## src/tcsmc_pkg.sv

```systemverilog
/*
  Shared constants for the timer count-source and match-action block:
  register byte offsets, field positions, reset values, mode codes and
  the capture-event type. Assumes a 32-bit AXI4-Lite register port.
*/
package tcsmc_pkg;

  // Bus and counter widths
  localparam int ADDR_W = 8;
  localparam int DATA_W = 32;
  localparam int TC_W = 16;
  localparam int PC_W = 8;

  // Register byte offsets
  localparam logic [7:0] OFF_TMR_CTRL = 8'h00;
  localparam logic [7:0] OFF_TC = 8'h04;
  localparam logic [7:0] OFF_PRE = 8'h08;
  localparam logic [7:0] OFF_PC = 8'h0C;
  localparam logic [7:0] OFF_CNT_SRC = 8'h10;
  localparam logic [7:0] OFF_MATCH_CTRL = 8'h14;
  localparam logic [7:0] OFF_IRQ_STATUS = 8'h20;
  localparam logic [7:0] OFF_IRQ_MASK = 8'h24;
  localparam logic [7:0] OFF_MATCH_VAL = 8'h40;

  // Timer control fields
  localparam int CEN_BIT = 0;
  localparam int CRST_BIT = 1;

  // Count source control fields
  localparam int CTM_LSB = 0;
  localparam int CIS_LSB = 2;
  localparam int CNT_SRC_W = 4;

  // Match action field positions inside one channel's group
  localparam int MA_IE = 0;
  localparam int MA_RST = 1;
  localparam int MA_STOP = 2;
  localparam int MA_BITS = 3;

  // Reset values
  localparam logic [CNT_SRC_W-1:0] RST_CNT_SRC = 4'h0;
  localparam logic [TC_W-1:0] RST_TC = 16'h0000;
  localparam logic [PC_W-1:0] RST_PC = 8'h00;
  localparam logic [PC_W-1:0] RST_PRE = 8'h00;

  // Count mode and input select codes
  localparam logic [1:0] CTM_TIMER = 2'h0;
  localparam logic [1:0] CTM_RISE = 2'h1;
  localparam logic [1:0] CTM_FALL = 2'h2;
  localparam logic [1:0] CTM_BOTH = 2'h3;
  localparam logic [1:0] CIS_CAPTURE_PIN_ZERO = 2'h0;

  // AXI responses
  localparam logic [1:0] RESP_OKAY = 2'h0;
  localparam logic [1:0] RESP_SLVERR = 2'h2;

  // Classified change between two consecutive capture samples
  typedef enum logic [1:0] {
    TCSMC_EV_NONE,
    TCSMC_EV_RISE,
    TCSMC_EV_FALL
  } tcsmc_event_t;

endpackage

```

## src/tcsmc_timer.sv

```systemverilog
/*
  Timer with selectable count source and per-channel match actions,
  reached over AXI4-Lite, with sticky match interrupts and a mask.
  Assumes aclk is the peripheral clock and the capture pin is already
  synchronous to it.
*/
module tcsmc_timer #(
  parameter int NUM_CH = 10
) (
  input wire logic aclk,
  input wire logic aresetn,
  input wire logic ce,
  input wire logic [tcsmc_pkg::ADDR_W-1:0] s_axi_awaddr,
  input wire logic s_axi_awvalid,
  output logic s_axi_awready,
  input wire logic [tcsmc_pkg::DATA_W-1:0] s_axi_wdata,
  input wire logic [3:0] s_axi_wstrb,
  input wire logic s_axi_wvalid,
  output logic s_axi_wready,
  output logic [1:0] s_axi_bresp,
  output logic s_axi_bvalid,
  input wire logic s_axi_bready,
  input wire logic [tcsmc_pkg::ADDR_W-1:0] s_axi_araddr,
  input wire logic s_axi_arvalid,
  output logic s_axi_arready,
  output logic [tcsmc_pkg::DATA_W-1:0] s_axi_rdata,
  output logic [1:0] s_axi_rresp,
  output logic s_axi_rvalid,
  input wire logic s_axi_rready,
  input wire logic capture_input_zero,
  output logic irq
);

  localparam int TC_W = tcsmc_pkg::TC_W;
  localparam int PC_W = tcsmc_pkg::PC_W;
  localparam int MA_W = NUM_CH * tcsmc_pkg::MA_BITS;
  localparam int MV_W = NUM_CH * TC_W;
  localparam logic [7:0] MV_END = 8'(tcsmc_pkg::OFF_MATCH_VAL + 4 * NUM_CH);

  typedef struct packed {
    logic counter_enable_bit;
    logic crst;
    logic [TC_W-1:0] timer_counter;
    logic [PC_W-1:0] pre;
    logic [PC_W-1:0] prescale_counter;
    logic [tcsmc_pkg::CNT_SRC_W-1:0] count_source_control;
    logic [MA_W-1:0] match_action_control;
    logic [MV_W-1:0] match_value;
    logic [NUM_CH-1:0] eq_prev;
    logic [NUM_CH-1:0] irq_status;
    logic [NUM_CH-1:0] irq_mask;
    logic aw_have;
    logic [7:0] aw_addr;
    logic w_have;
    logic [31:0] w_data;
    logic [3:0] w_strb;
    logic bvalid;
    logic [1:0] bresp;
    logic rvalid;
    logic [31:0] rdata;
    logic [1:0] rresp;
    logic irq;
  } tcsmc_state_t;

  tcsmc_state_t state_reg;
  tcsmc_state_t state_next;
  tcsmc_pkg::tcsmc_event_t edge_event;
  logic [NUM_CH-1:0] eq;
  logic [NUM_CH-1:0] new_match;
  logic [NUM_CH-1:0] ie_bits;
  logic [NUM_CH-1:0] rst_bits;
  logic [NUM_CH-1:0] stop_bits;
  logic [1:0] count_mode_field;
  logic count_ok;
  logic tick;
  logic stop_hit;
  logic rst_hit;

  // Aligned word address with the byte lane bits dropped
  function automatic logic [7:0] word_addr(input logic [7:0] a);
    return {a[7:2], 2'b00};
  endfunction

  // Decode of the match value window, shared by reads and writes
  function automatic logic is_match_val(input logic [7:0] a);
    return word_addr(a) >= tcsmc_pkg::OFF_MATCH_VAL && word_addr(a) < MV_END;
  endfunction

  // Known register word or match value; anything else answers with an error
  function automatic logic is_mapped(input logic [7:0] a);
    logic hit;
    hit = is_match_val(a);
    case (word_addr(a))
      tcsmc_pkg::OFF_TMR_CTRL,
      tcsmc_pkg::OFF_TC,
      tcsmc_pkg::OFF_PRE,
      tcsmc_pkg::OFF_PC,
      tcsmc_pkg::OFF_CNT_SRC,
      tcsmc_pkg::OFF_MATCH_CTRL,
      tcsmc_pkg::OFF_IRQ_STATUS,
      tcsmc_pkg::OFF_IRQ_MASK: hit = 1'b1;
      default: hit = hit;
    endcase
    return hit;
  endfunction

  // Channel number of an address inside the match value window
  // Outside the window the index is meaningless; every user guards with is_match_val
  function automatic int mv_index(input logic [7:0] a);
    logic [7:0] off;
    off = word_addr(a) - tcsmc_pkg::OFF_MATCH_VAL;
    return int'(off[7:2]);
  endfunction

  // Byte-lane merge of write data over an old word
  function automatic logic [31:0] merge(input logic [31:0] old, input logic [31:0] data,
                                        input logic [3:0] strb);
    logic [31:0] res;
    res = old;
    for (int b = 0; b < 4; b++) begin
      if (strb[b]) begin
        res[8*b +: 8] = data[8*b +: 8];
      end
    end
    return res;
  endfunction

  // Sampler runs in every mode, so a switch to counter mode sees settled samples
  tcsmc_edge_detect u_edge (
    .aclk(aclk),
    .aresetn(aresetn),
    .ce(ce),
    .capture_input_zero(capture_input_zero),
    .count_input_select(state_reg.count_source_control[tcsmc_pkg::CIS_LSB +: 2]),
    .edge_event(edge_event)
  );

  // Per-channel compare and action bit split
  genvar k;
  generate
    for (k = 0; k < NUM_CH; k++) begin : g_ch
      assign eq[k] = state_reg.timer_counter == state_reg.match_value[k*TC_W +: TC_W];
      assign ie_bits[k] = state_reg.match_action_control[k*3 + tcsmc_pkg::MA_IE];
      assign rst_bits[k] = state_reg.match_action_control[k*3 + tcsmc_pkg::MA_RST];
      assign stop_bits[k] = state_reg.match_action_control[k*3 + tcsmc_pkg::MA_STOP];
    end
  endgenerate

  // A match counts once, in the cycle the counter first equals the value
  assign new_match = eq & ~state_reg.eq_prev & {NUM_CH{state_reg.counter_enable_bit}};
  assign stop_hit = |(new_match & stop_bits);
  assign rst_hit = |(eq & rst_bits) & state_reg.counter_enable_bit;

  // Count source qualification
  assign count_mode_field = state_reg.count_source_control[tcsmc_pkg::CTM_LSB +: 2];
  always_comb begin
    case (count_mode_field)
      tcsmc_pkg::CTM_TIMER: count_ok = 1'b1;
      tcsmc_pkg::CTM_RISE: count_ok = edge_event == tcsmc_pkg::TCSMC_EV_RISE;
      tcsmc_pkg::CTM_FALL: count_ok = edge_event == tcsmc_pkg::TCSMC_EV_FALL;
      default: count_ok = edge_event != tcsmc_pkg::TCSMC_EV_NONE;
    endcase
  end

  // Stop wins over the tick so the timer counter holds at the match value and the prescale counter keeps its count
  assign tick = state_reg.counter_enable_bit & count_ok & ~stop_hit;

  // Handshake readies; nothing is taken while the clock enable is low
  assign s_axi_awready = ce & ~state_reg.aw_have & ~state_reg.bvalid;
  assign s_axi_wready = ce & ~state_reg.w_have & ~state_reg.bvalid;
  assign s_axi_arready = ce & ~state_reg.rvalid;
  assign s_axi_bvalid = state_reg.bvalid;
  assign s_axi_bresp = state_reg.bresp;
  assign s_axi_rvalid = state_reg.rvalid;
  assign s_axi_rdata = state_reg.rdata;
  assign s_axi_rresp = state_reg.rresp;
  assign irq = state_reg.irq;

  // Counting, match actions and register access in one next-state block
  always_comb begin
    logic [31:0] wr_word;
    logic [31:0] rd_word;
    logic [31:0] old_word;
    logic [NUM_CH-1:0] clr;
    logic [7:0] wa;
    int wi;
    int ri;
    // Every temporary starts at a known value so no path infers a latch
    wr_word = '0;
    rd_word = '0;
    old_word = '0;
    clr = '0;
    wa = state_reg.aw_addr;
    wi = mv_index(state_reg.aw_addr);
    ri = mv_index(s_axi_araddr);
    state_next = state_reg;
    if (ce) begin
      state_next.eq_prev = eq;

      // Prescaler and timer counter
      // Counter reset beats counting and clears itself one clock later
      if (state_reg.crst) begin
        state_next.timer_counter = tcsmc_pkg::RST_TC;
        state_next.prescale_counter = tcsmc_pkg::RST_PC;
        state_next.crst = 1'b0;
      end else if (tick) begin
        if (state_reg.prescale_counter == state_reg.pre) begin
          state_next.prescale_counter = tcsmc_pkg::RST_PC;
          if (rst_hit) begin
            state_next.timer_counter = tcsmc_pkg::RST_TC;
          end else begin
            state_next.timer_counter = state_reg.timer_counter + 16'h0001;
          end
        end else begin
          state_next.prescale_counter = state_reg.prescale_counter + 8'h01;
        end
      end

      // Stop takes effect at the edge after the counter reached the value
      if (stop_hit) begin
        state_next.counter_enable_bit = 1'b0;
      end

      // Accept write address and data in either order
      if (s_axi_awvalid && s_axi_awready) begin
        state_next.aw_have = 1'b1;
        state_next.aw_addr = s_axi_awaddr;
      end
      if (s_axi_wvalid && s_axi_wready) begin
        state_next.w_have = 1'b1;
        state_next.w_data = s_axi_wdata;
        state_next.w_strb = s_axi_wstrb;
      end

      // Commit once both halves are held; software beats hardware here
      if (state_reg.aw_have && state_reg.w_have) begin
        state_next.aw_have = 1'b0;
        state_next.w_have = 1'b0;
        state_next.bvalid = 1'b1;
        state_next.bresp = is_mapped(wa) ? tcsmc_pkg::RESP_OKAY : tcsmc_pkg::RESP_SLVERR;
        // Merge base is the current contents, so unwritten byte lanes keep their value
        case (word_addr(wa))
          tcsmc_pkg::OFF_TMR_CTRL: old_word = 32'({state_reg.crst, state_reg.counter_enable_bit});
          tcsmc_pkg::OFF_TC: old_word = 32'(state_reg.timer_counter);
          tcsmc_pkg::OFF_PRE: old_word = 32'(state_reg.pre);
          tcsmc_pkg::OFF_PC: old_word = 32'(state_reg.prescale_counter);
          tcsmc_pkg::OFF_CNT_SRC: old_word = 32'(state_reg.count_source_control);
          tcsmc_pkg::OFF_MATCH_CTRL: old_word = 32'(state_reg.match_action_control);
          tcsmc_pkg::OFF_IRQ_MASK: old_word = 32'(state_reg.irq_mask);
          default: old_word = '0;
        endcase
        if (is_match_val(wa)) begin
          old_word = 32'(state_reg.match_value[wi*TC_W +: TC_W]);
        end
        wr_word = merge(old_word, state_reg.w_data, state_reg.w_strb);
        // Only each register's own width is kept; upper bits read back as zero
        case (word_addr(wa))
          tcsmc_pkg::OFF_TMR_CTRL: begin
            state_next.counter_enable_bit = wr_word[tcsmc_pkg::CEN_BIT];
            state_next.crst = wr_word[tcsmc_pkg::CRST_BIT];
          end
          tcsmc_pkg::OFF_TC: state_next.timer_counter = wr_word[TC_W-1:0];
          tcsmc_pkg::OFF_PRE: state_next.pre = wr_word[PC_W-1:0];
          tcsmc_pkg::OFF_PC: state_next.prescale_counter = wr_word[PC_W-1:0];
          tcsmc_pkg::OFF_CNT_SRC: begin
            state_next.count_source_control = wr_word[tcsmc_pkg::CNT_SRC_W-1:0];
          end
          tcsmc_pkg::OFF_MATCH_CTRL: begin
            state_next.match_action_control = wr_word[MA_W-1:0];
          end
          tcsmc_pkg::OFF_IRQ_STATUS: clr = wr_word[NUM_CH-1:0];
          tcsmc_pkg::OFF_IRQ_MASK: state_next.irq_mask = wr_word[NUM_CH-1:0];
          default: clr = '0;
        endcase
        if (is_match_val(wa)) begin
          state_next.match_value[wi*TC_W +: TC_W] = wr_word[TC_W-1:0];
        end
      end
      // Write answer stands until the master takes it
      if (state_reg.bvalid && s_axi_bready) begin
        state_next.bvalid = 1'b0;
      end

      // Sticky match flags: a new match beats a clear in the same cycle
      state_next.irq_status = (state_reg.irq_status & ~clr) | (new_match & ie_bits);

      // Read data are captured at the address handshake
      case (word_addr(s_axi_araddr))
        tcsmc_pkg::OFF_TMR_CTRL: rd_word = 32'({state_reg.crst, state_reg.counter_enable_bit});
        tcsmc_pkg::OFF_TC: rd_word = 32'(state_reg.timer_counter);
        tcsmc_pkg::OFF_PRE: rd_word = 32'(state_reg.pre);
        tcsmc_pkg::OFF_PC: rd_word = 32'(state_reg.prescale_counter);
        tcsmc_pkg::OFF_CNT_SRC: rd_word = 32'(state_reg.count_source_control);
        tcsmc_pkg::OFF_MATCH_CTRL: rd_word = 32'(state_reg.match_action_control);
        tcsmc_pkg::OFF_IRQ_STATUS: rd_word = 32'(state_reg.irq_status);
        tcsmc_pkg::OFF_IRQ_MASK: rd_word = 32'(state_reg.irq_mask);
        default: rd_word = '0;
      endcase
      if (is_match_val(s_axi_araddr)) begin
        rd_word = 32'(state_reg.match_value[ri*TC_W +: TC_W]);
      end
      // No new read is taken while the answer stands, so rdata holds steady
      if (s_axi_arvalid && s_axi_arready) begin
        state_next.rvalid = 1'b1;
        state_next.rdata = rd_word;
        state_next.rresp = is_mapped(s_axi_araddr) ? tcsmc_pkg::RESP_OKAY : tcsmc_pkg::RESP_SLVERR;
      end else if (state_reg.rvalid && s_axi_rready) begin
        state_next.rvalid = 1'b0;
      end

      // Level interrupt follows the flags and mask in the same edge
      state_next.irq = |(state_next.irq_status & state_next.irq_mask);
    end
  end

  // Every control field clears on reset: timer mode, no match action
  always_ff @(posedge aclk) begin
    if (!aresetn) begin
      state_reg <= '0;
    end else begin
      state_reg <= state_next;
    end
  end

endmodule // tcsmc_timer

```

## src/tcsmc_edge_detect.sv

```systemverilog
/*
  Capture input sampler and edge classifier.
  Assumes the capture pin is already synchronous to aclk.
*/
module tcsmc_edge_detect (
  input wire logic aclk,
  input wire logic aresetn,
  input wire logic ce,
  input wire logic capture_input_zero,
  input wire logic [1:0] count_input_select,
  output tcsmc_pkg::tcsmc_event_t edge_event
);

  typedef struct packed {
    logic sample;
    logic prev;
    logic primed;
    logic loaded;
  } tcsmc_edge_state_t;

  tcsmc_edge_state_t state_reg;
  tcsmc_edge_state_t state_next;
  logic sel_pin;

  // Reserved selections see a constant low, so they never raise an edge
  assign sel_pin = (count_input_select == tcsmc_pkg::CIS_CAPTURE_PIN_ZERO) ? capture_input_zero : 1'b0;

  // Take one sample per clock and keep the previous one
  always_comb begin
    state_next = state_reg;
    if (ce) begin
      state_next.sample = sel_pin;
      state_next.prev = state_reg.sample;
      state_next.loaded = 1'b1;
      state_next.primed = state_reg.loaded; // Prev holds a real sample from here on
    end
  end

  // Primed avoids a false edge from the reset value of the sample
  always_comb begin
    edge_event = tcsmc_pkg::TCSMC_EV_NONE;
    if (state_reg.primed && state_reg.sample != state_reg.prev) begin
      edge_event = state_reg.sample ? tcsmc_pkg::TCSMC_EV_RISE : tcsmc_pkg::TCSMC_EV_FALL;
    end
  end

  always_ff @(posedge aclk) begin
    if (!aresetn) begin
      state_reg <= '0;
    end else begin
      state_reg <= state_next;
    end
  end

endmodule // tcsmc_edge_detect

```

## config.mk

```make
export PLATFORM = sky130hd
export DESIGN_NAME = tcsmc_timer
export DESIGN_NICKNAME = d
export VERILOG_FILES = /design/src/tcsmc_pkg.sv /design/src/tcsmc_timer.sv /design/src/tcsmc_edge_detect.sv
export SDC_FILE = /design/constraint.sdc
export NUM_CORES = 1
export LEC_CHECK = 0
export ABC_AREA = 0
export BUFFER_PORTS_ARGS = -buffer_cell sky130_fd_sc_hd__buf_2
export CAP_MARGIN = 0
export CORE_UTILIZATION = 55
export DETAILED_ROUTE_END_ITERATION = 10
export PLACE_DENSITY = 0.77
export SYNTH_ARGS = -nofsm -noshare
export SYNTH_HDL_FRONTEND = slang
export SYNTH_SLANG_ARGS = --single-unit
```

## constraint.sdc

```tcl
create_clock -name aclk -period 4 [get_ports aclk]
set_clock_uncertainty 0.15 [all_clocks]
set_input_delay 1.2 -clock aclk [delete_from_list [all_inputs] [get_ports aclk]]
set_output_delay 1.2 -clock aclk [all_outputs]
set_load 0.05 [all_outputs]
```

==> flow_metrics.env, run 1 <==
export IMPL_path_class="flop to flop"
export IMPL_synth_top_family_by_area="simple AND/OR/NAND/NOR gates"
export IMPL_num_io_pins=103
export IMPL_vias_per_cell=6.70
export IMPL_crit_path_max_incr_delay_ns=0.89
export IMPL_layout_commonest_cell="nand2_1"
export IMPL_start_kind="flop"
export IMPL_hold_ws_ns=0.301
export IMPL_grt_setup_unrepaired="no"
export IMPL_firstDrtPassIters=5
export IMPL_grt_max_degree=124
export IMPL_cts_root_buf="clkbuf_16"
export IMPL_seq_area_frac_synth_pct=32.8
export IMPL_min_period_ns=3.93
export IMPL_crit_arrival_ns=4.24
export IMPL_ys_warnings_count=0
export IMPL_netlist_cell_type_count=91
export IMPL_synth_top_area_share_pct=32.8
export IMPL_path_delay_family="simple AND/OR/NAND/NOR gates"
export IMPL_cts_sinks=339
export IMPL_synthMuxAreaShare_pct=13.5
export IMPL_fmaxAchievable_mhz=255
export IMPL_setup_violations=0
export IMPL_clkTransAtPathRegs_ns=0.06
export IMPL_crit_cells=10
export IMPL_drt_drc_violations_left=0
export IMPL_drv_cap=0
export IMPL_syn_inst=2489
export IMPL_grt_pass1_wl_um=116000
export IMPL_antenna_found_initial=0
export IMPL_chipHeight_um=196
export IMPL_cp_required_ns=4.32
export IMPL_postCtsSetupRepairBufs=0
export IMPL_critPathCaptureType="flop"
export IMPL_ys_seq_elements=339
export IMPL_die_w_um=196
export IMPL_core_sq_mm=0.0368
export IMPL_routed_wl_um=77800
export IMPL_syn_area_sq_mm=0.0207
export IMPL_ant_nets=0
export IMPL_async_reset_ff_share_pct=0
export IMPL_post_route_util_pct=61.5
export IMPL_crit_fanout=11
export IMPL_hpwl_um=57700
export IMPL_diodes=0
export IMPL_synth_area_leaders="dfxtp_1, nand2_1, xnor2_1"
export IMPL_synthXorXnorAreaFrac_pct=7.41
export IMPL_placed_cells_incl_taps=2933
export IMPL_crit_path_frequent_cell="o21a_1"
export IMPL_dieArea_sq_mm=0.0384
export IMPL_post_cts_resized=0
export IMPL_relSlewSlack_pct=6.23
export IMPL_hold_path_class="flop to flop"
export IMPL_insertion_delay_ns=0.57
export IMPL_power_density_mw_per_mm2=350
export IMPL_post_route_cells_drive_above_1_share_pct=15.6
export IMPL_hold_violations=0
export IMPL_synth_ff_type="dfxtp_1"
export IMPL_port_buffers=92
export IMPL_tns_ns=0
export IMPL_nNetsFinal=2584
export IMPL_htreeDepth=2
export IMPL_path_cells="xnor2_1, nand4_1, nor4_2, a22oi_1, and3_4, a211oi_4, buf_4, a211oi_1, o21a_1, o21a_1"
export IMPL_final_cells=3002
export IMPL_min_path_cells=2
export IMPL_drt_first_iter_violations=2397
export IMPL_wl_per_cell_um=25.9
export IMPL_routabilityCongestion=1.07
export IMPL_synth_largest_area_cell="dfxtp_1"
export IMPL_rows=70
export IMPL_clockBufferDepth=3
export IMPL_ir_drop_v=0.000285
export IMPL_synth_adder_area_share_pct=0.968
export IMPL_tightestPinTransition_ns=1.39
export IMPL_p_leak_nw=7.93
export IMPL_cts_tree="built"
export IMPL_grt_pass1_vias=18800
export IMPL_slew_violations=0
export IMPL_vias=20100
export IMPL_critPathBufInv=1
export IMPL_globalRouteOverflowTotal=0
export IMPL_synth_edf_count=0
export IMPL_synthSimpleGateAreaFrac_pct=21.3
export IMPL_cts_buffers_inserted=40
export IMPL_status="finished, final reports clean"
export IMPL_hold_buffers=0
export IMPL_slowest_stage="nor4_2"
export IMPL_final_cell_mix="nand2_1, dfxtp_1, a21oi_1"
export IMPL_start_util_pct=56.2
export IMPL_finalCritPeriodShare_pct=98.2
export IMPL_syn2layout_area_growth_pct=9.39
export IMPL_synth_compound_area_share_pct=16.5
export IMPL_r2r_cells=10
export IMPL_track_usage_pct=40.1
export IMPL_avgSynthCellArea_sq_um=8.30
[tightest hold or removal path: cells and delay by family, from the launching register on]
family	cells	cell delay (ns)
AND/OR/NAND/NOR	1	0.05
AO/OA/AOI/OAI	1	0.05
flip-flops	1	0.31
[routing by layer]
| layer | wire [um] | track usage [%] | part of all wire (%) | up-vias |
|---|---|---|---|---|
| li1 | - | - | - | 8857 |
| met1 | 29600 | 51.5 | 38 | 9623 |
| met2 | 35100 | 63.2 | 45 | 1340 |
| met3 | 7950 | 6.79 | 10 | 280 |
| met4 | 5100 | 24.3 | 6.6 | 0 |
| met5 | 0 | 0 | 0 | - |
[final timing paths]
kind | from | endpoint | slack, ns
setup / recovery | state_reg[339]$_SDFFE_PN0P_ | state_reg[339]$_SDFFE_PN0P_ | 0.07
hold / removal | s_axi_rdata[29]$_SDFFE_PN0P_ | s_axi_rdata[29]$_SDFFE_PN0P_ | 0.30
setup reg to reg | state_reg[339]$_SDFFE_PN0P_ | state_reg[339]$_SDFFE_PN0P_ | 0.07
hold reg to reg | s_axi_rdata[29]$_SDFFE_PN0P_ | s_axi_rdata[29]$_SDFFE_PN0P_ | 0.30
[through the flow]
| step | total power, W | area, sq um | setup slack (ns) |
|---|---|---|---|
| floorplan | 0.00408 | 20700 | 0.367 |
| global placement | 0.00434 | 21400 | 0.252 |
| detailed placement | 0.00436 | 21400 | 0.242 |
| CTS | 0.00790 | 22600 | 0.216 |
| global route | 0.00810 | 22600 | 0.0836 |
| finish | 0.00792 | 22600 | 0.0736 |
[kinds of logic (layout without fill, tap and decap cells)]
logic type	count (synthesis)	in the layout
AO/OA/AOI/OAI	544	544
XOR/XNOR	174	174
adder cells (fa/ha/maj)	16	16
buffers and inverters	278	320
flip-flops	339	339
multiplexers	201	201
other	1	4
AND/OR/NAND/NOR	936	936
[Yosys cell counts (7+ instances only)]
| cell | number |
|---|---|
| buf_4 | 60 |
| nor2_1 | 230 |
| dfxtp_1 | 339 |
| nand2b_1 | 12 |
| and2_1 | 29 |
| a221oi_1 | 14 |
| o21ai_0 | 61 |
| o22ai_1 | 24 |
| nor4_2 | 10 |
| xnor2_1 | 162 |
| buf_2 | 33 |
| buf_6 | 21 |
| nand4b_1 | 7 |
| a32oi_1 | 13 |
| clkbuf_1 | 116 |
| o22a_1 | 7 |
| a22oi_1 | 36 |
| mux4_2 | 61 |
| mux2i_1 | 130 |
| nor4_1 | 8 |
| nand3b_1 | 9 |
| buf_1 | 9 |
| a21oi_1 | 260 |
| or3_1 | 11 |
| mux2_2 | 10 |
| a211oi_1 | 11 |
| inv_1 | 29 |
| ha_1 | 16 |
| xor2_1 | 11 |
| nand4_1 | 51 |
| nor3_1 | 39 |
| nand2_1 | 386 |
| a31oi_1 | 18 |
| nand3_1 | 72 |
| nor2b_1 | 12 |
| a222oi_1 | 11 |
| and4_1 | 10 |
| and3_1 | 17 |
[layout make-up]
type | instances | area [sq um]
inverter | 32 | 128
tap | 468 | 586
fill | 3233 | 14200
sequential | 339 | 6790
clock inverter | 8 | 88.8
clock buffer | 61 | 1170
timing repair buffer | 219 | 1480
multi-input combinational | 1875 | 12400
[power breakdown]
group          switching [W]  internal, W  total [W]
Sequential         0.0000560      0.00343    0.00348
Clock                0.00152      0.00208    0.00361
Combinational       0.000576     0.000255   0.000831
(Power assumes the default switching activity.)
==> inputs of run 2 (changes only) <==
CELL_PAD_IN_SITES_DETAIL_PLACEMENT = 0   (was not set)
CELL_PAD_IN_SITES_GLOBAL_PLACEMENT = 1   (was not set)
CORE_UTILIZATION = 48   (was 55)
PLACE_DENSITY = 0.86   (was 0.77)
RECOVER_POWER = 100   (was not set)
==> run 2 against run 1 <==
Compared with the run above:
- the run now ends with capacitance limit, slew limit left
- cell count up 3.2%
- sequential share of layout area down 0.25 points
- final area up 0.84%
- die area up 14%
- wire length up 2.6%
- first-iteration DRC count down 9.1%
- hold slack better by 0.0015 ns
- clock power up 6.6%
- non-clock buffer count up 19
- global-route usage down 4.2 points
- clock-buffer cell count down 7
==> flow_metrics.env, run 2 (synthesized netlist as in run 1, its figures left out) <==
export IMPL_start_kind="flop"
export IMPL_status="complete, but fails checks"
export IMPL_hold_path_class="flop to flop"
export IMPL_drv_cap=2
export IMPL_cts_tree="built"
export IMPL_hold_violations=0
export IMPL_grt_pass1_wl_um=119000
export IMPL_nNetsFinal=2604
export IMPL_cp_required_ns=4.36
export IMPL_violations="capacitance limit, slew limit"
export IMPL_syn2layout_area_growth_pct=10.3
export IMPL_num_io_pins=103
export IMPL_vias=19700
export IMPL_routabilityCongestion=1.08
export IMPL_tightestPinTransition_ns=1.60
export IMPL_chipHeight_um=210
export IMPL_rows=75
export IMPL_slew_violations=64
export IMPL_post_route_cells_drive_above_1_share_pct=13.8
export IMPL_drt_drc_violations_left=0
export IMPL_fmaxAchievable_mhz=254
export IMPL_routed_wl_um=79800
export IMPL_cts_buffers_inserted=41
export IMPL_start_util_pct=49.0
export IMPL_crit_fanout=14
export IMPL_port_buffers=92
export IMPL_met3_length_um=7380
export IMPL_grt_max_degree=149
export IMPL_postCtsSetupRepairBufs=0
export IMPL_antenna_found_initial=2
export IMPL_path_class="flop to flop"
export IMPL_ant_nets=0
export IMPL_placed_cells_incl_taps=3023
export IMPL_track_usage_pct=35.9
export IMPL_ir_drop_v=0.000274
export IMPL_min_period_ns=3.93
export IMPL_clkTransAtPathRegs_ns=0.06
export IMPL_drt_met1_wl_um=31800
export IMPL_setup_violations=0
export IMPL_critPathCaptureType="flop"
export IMPL_die_w_um=210
export IMPL_firstDrtPassIters=8
export IMPL_htreeDepth=2
export IMPL_grt_pass1_vias=18700
export IMPL_cts_root_buf="clkbuf_16"
export IMPL_final_cells=3097
export IMPL_crit_arrival_ns=4.29
export IMPL_cts_sinks=339
export IMPL_vias_per_cell=6.35
export IMPL_p_leak_nw=7.82
export IMPL_clockBufferDepth=3
export IMPL_drt_first_iter_violations=2178
export IMPL_wl_per_cell_um=25.8
export IMPL_grt_setup_unrepaired="no"
export IMPL_hpwl_um=59000
export IMPL_relSlewSlack_pct=-6.70
export IMPL_final_cell_mix="nand2_1, dfxtp_1, a21oi_1"
export IMPL_insertion_delay_ns=0.58
export IMPL_dieArea_sq_mm=0.0439
export IMPL_finalCritPeriodShare_pct=98.3
export IMPL_core_sq_mm=0.0422
export IMPL_tns_ns=0
export IMPL_layout_commonest_cell="nand2_1"
export IMPL_power_density_mw_per_mm2=358
export IMPL_wl_met2_um=36000
export IMPL_highest_signal_layer="met4"
export IMPL_fillers=4024
export IMPL_globalRouteOverflowTotal=0
export IMPL_post_route_util_pct=54.0
## run 2: changes by cell type in the layout (fill, tap and decap cells not counted), sizes merged
cell and delta:
clkbuf +66, buf -54, clkinv +9, bufinv +3
inv -2, clkinvlp +1, diode +1
## run 2: power by group
part / leakage, nW / internal [W] / switching [W]
clock: 0.671 / 0.00226 / 0.00159
combinational: 4.41 / 0.000245 / 0.000589
sequential: 2.74 / 0.00343 / 0.0000507
## run 2: critical path, cell delays in order, from the launching register on
cell and delay (ns):
dfxtp_2 0.40, buf_4 0.21, nor4_4 0.27, o2111ai_1 0.25
clkbuf_2 0.33, nor4_1 0.39, clkbuf_1 0.30, o41a_1 0.23
clkbuf_1 0.22, and2_0 0.69, nand3_1 0.22, a21oi_1 0.19
## run 2: cell type report
class	instances	area [sq um]	share of cell area (%)
flip-flops and latches	339	6790	29.8
well taps	539	674	2.96
diodes	1	2.50	0.0110
clock inverters	19	230	1.01
repair buffers	238	1490	6.55
clock buffers	54	1130	4.98
inverters	32	128	0.560
multi-input cells	1875	12300	54.1
## run 2: layer usage
metal | track usage, % | vias up
met2 | 57.2 | 1074
met1 | 46.9 | 9487
li1 | - | 8901
met5 | 0 | -
met3 | 5.45 | 216
met4 | 18.9 | 0
## run 2: final timing paths
check,from,to,slack [ns],cells past startpoint
hold / removal,s_axi_rdata[20]$_SDFFE_PN0P_,s_axi_rdata[20]$_SDFFE_PN0P_,0.30,2
setup reg to reg,state_reg[81]$_SDFFE_PN0P_,flop,0.07,11
hold reg to reg,s_axi_rdata[20]$_SDFFE_PN0P_,s_axi_rdata[20]$_SDFFE_PN0P_,0.30,2
setup / recovery,state_reg[81]$_SDFFE_PN0P_,flop,0.07,11
## run 2: what timing repair did
item / in CTS / in global routing
hold buffers: 0 / 0
setup endpoints to repair: 0 / 1
resized for setup: 0 / 1
## run 2: stage by stage
stage / hold slack (ns) / area [sq um] / power (W) / worst slack, ns
floorplan: 0.281 / 20700 / 0.00408 / 0.367
global placement: 0.291 / 21600 / 0.00436 / 0.340
detailed placement: 0.294 / 21600 / 0.00437 / 0.308
CTS: 0.302 / 23000 / 0.00820 / 0.293
global route: 0.323 / 22800 / 0.00837 / 0.0481
finish: 0.302 / 22800 / 0.00816 / 0.0688
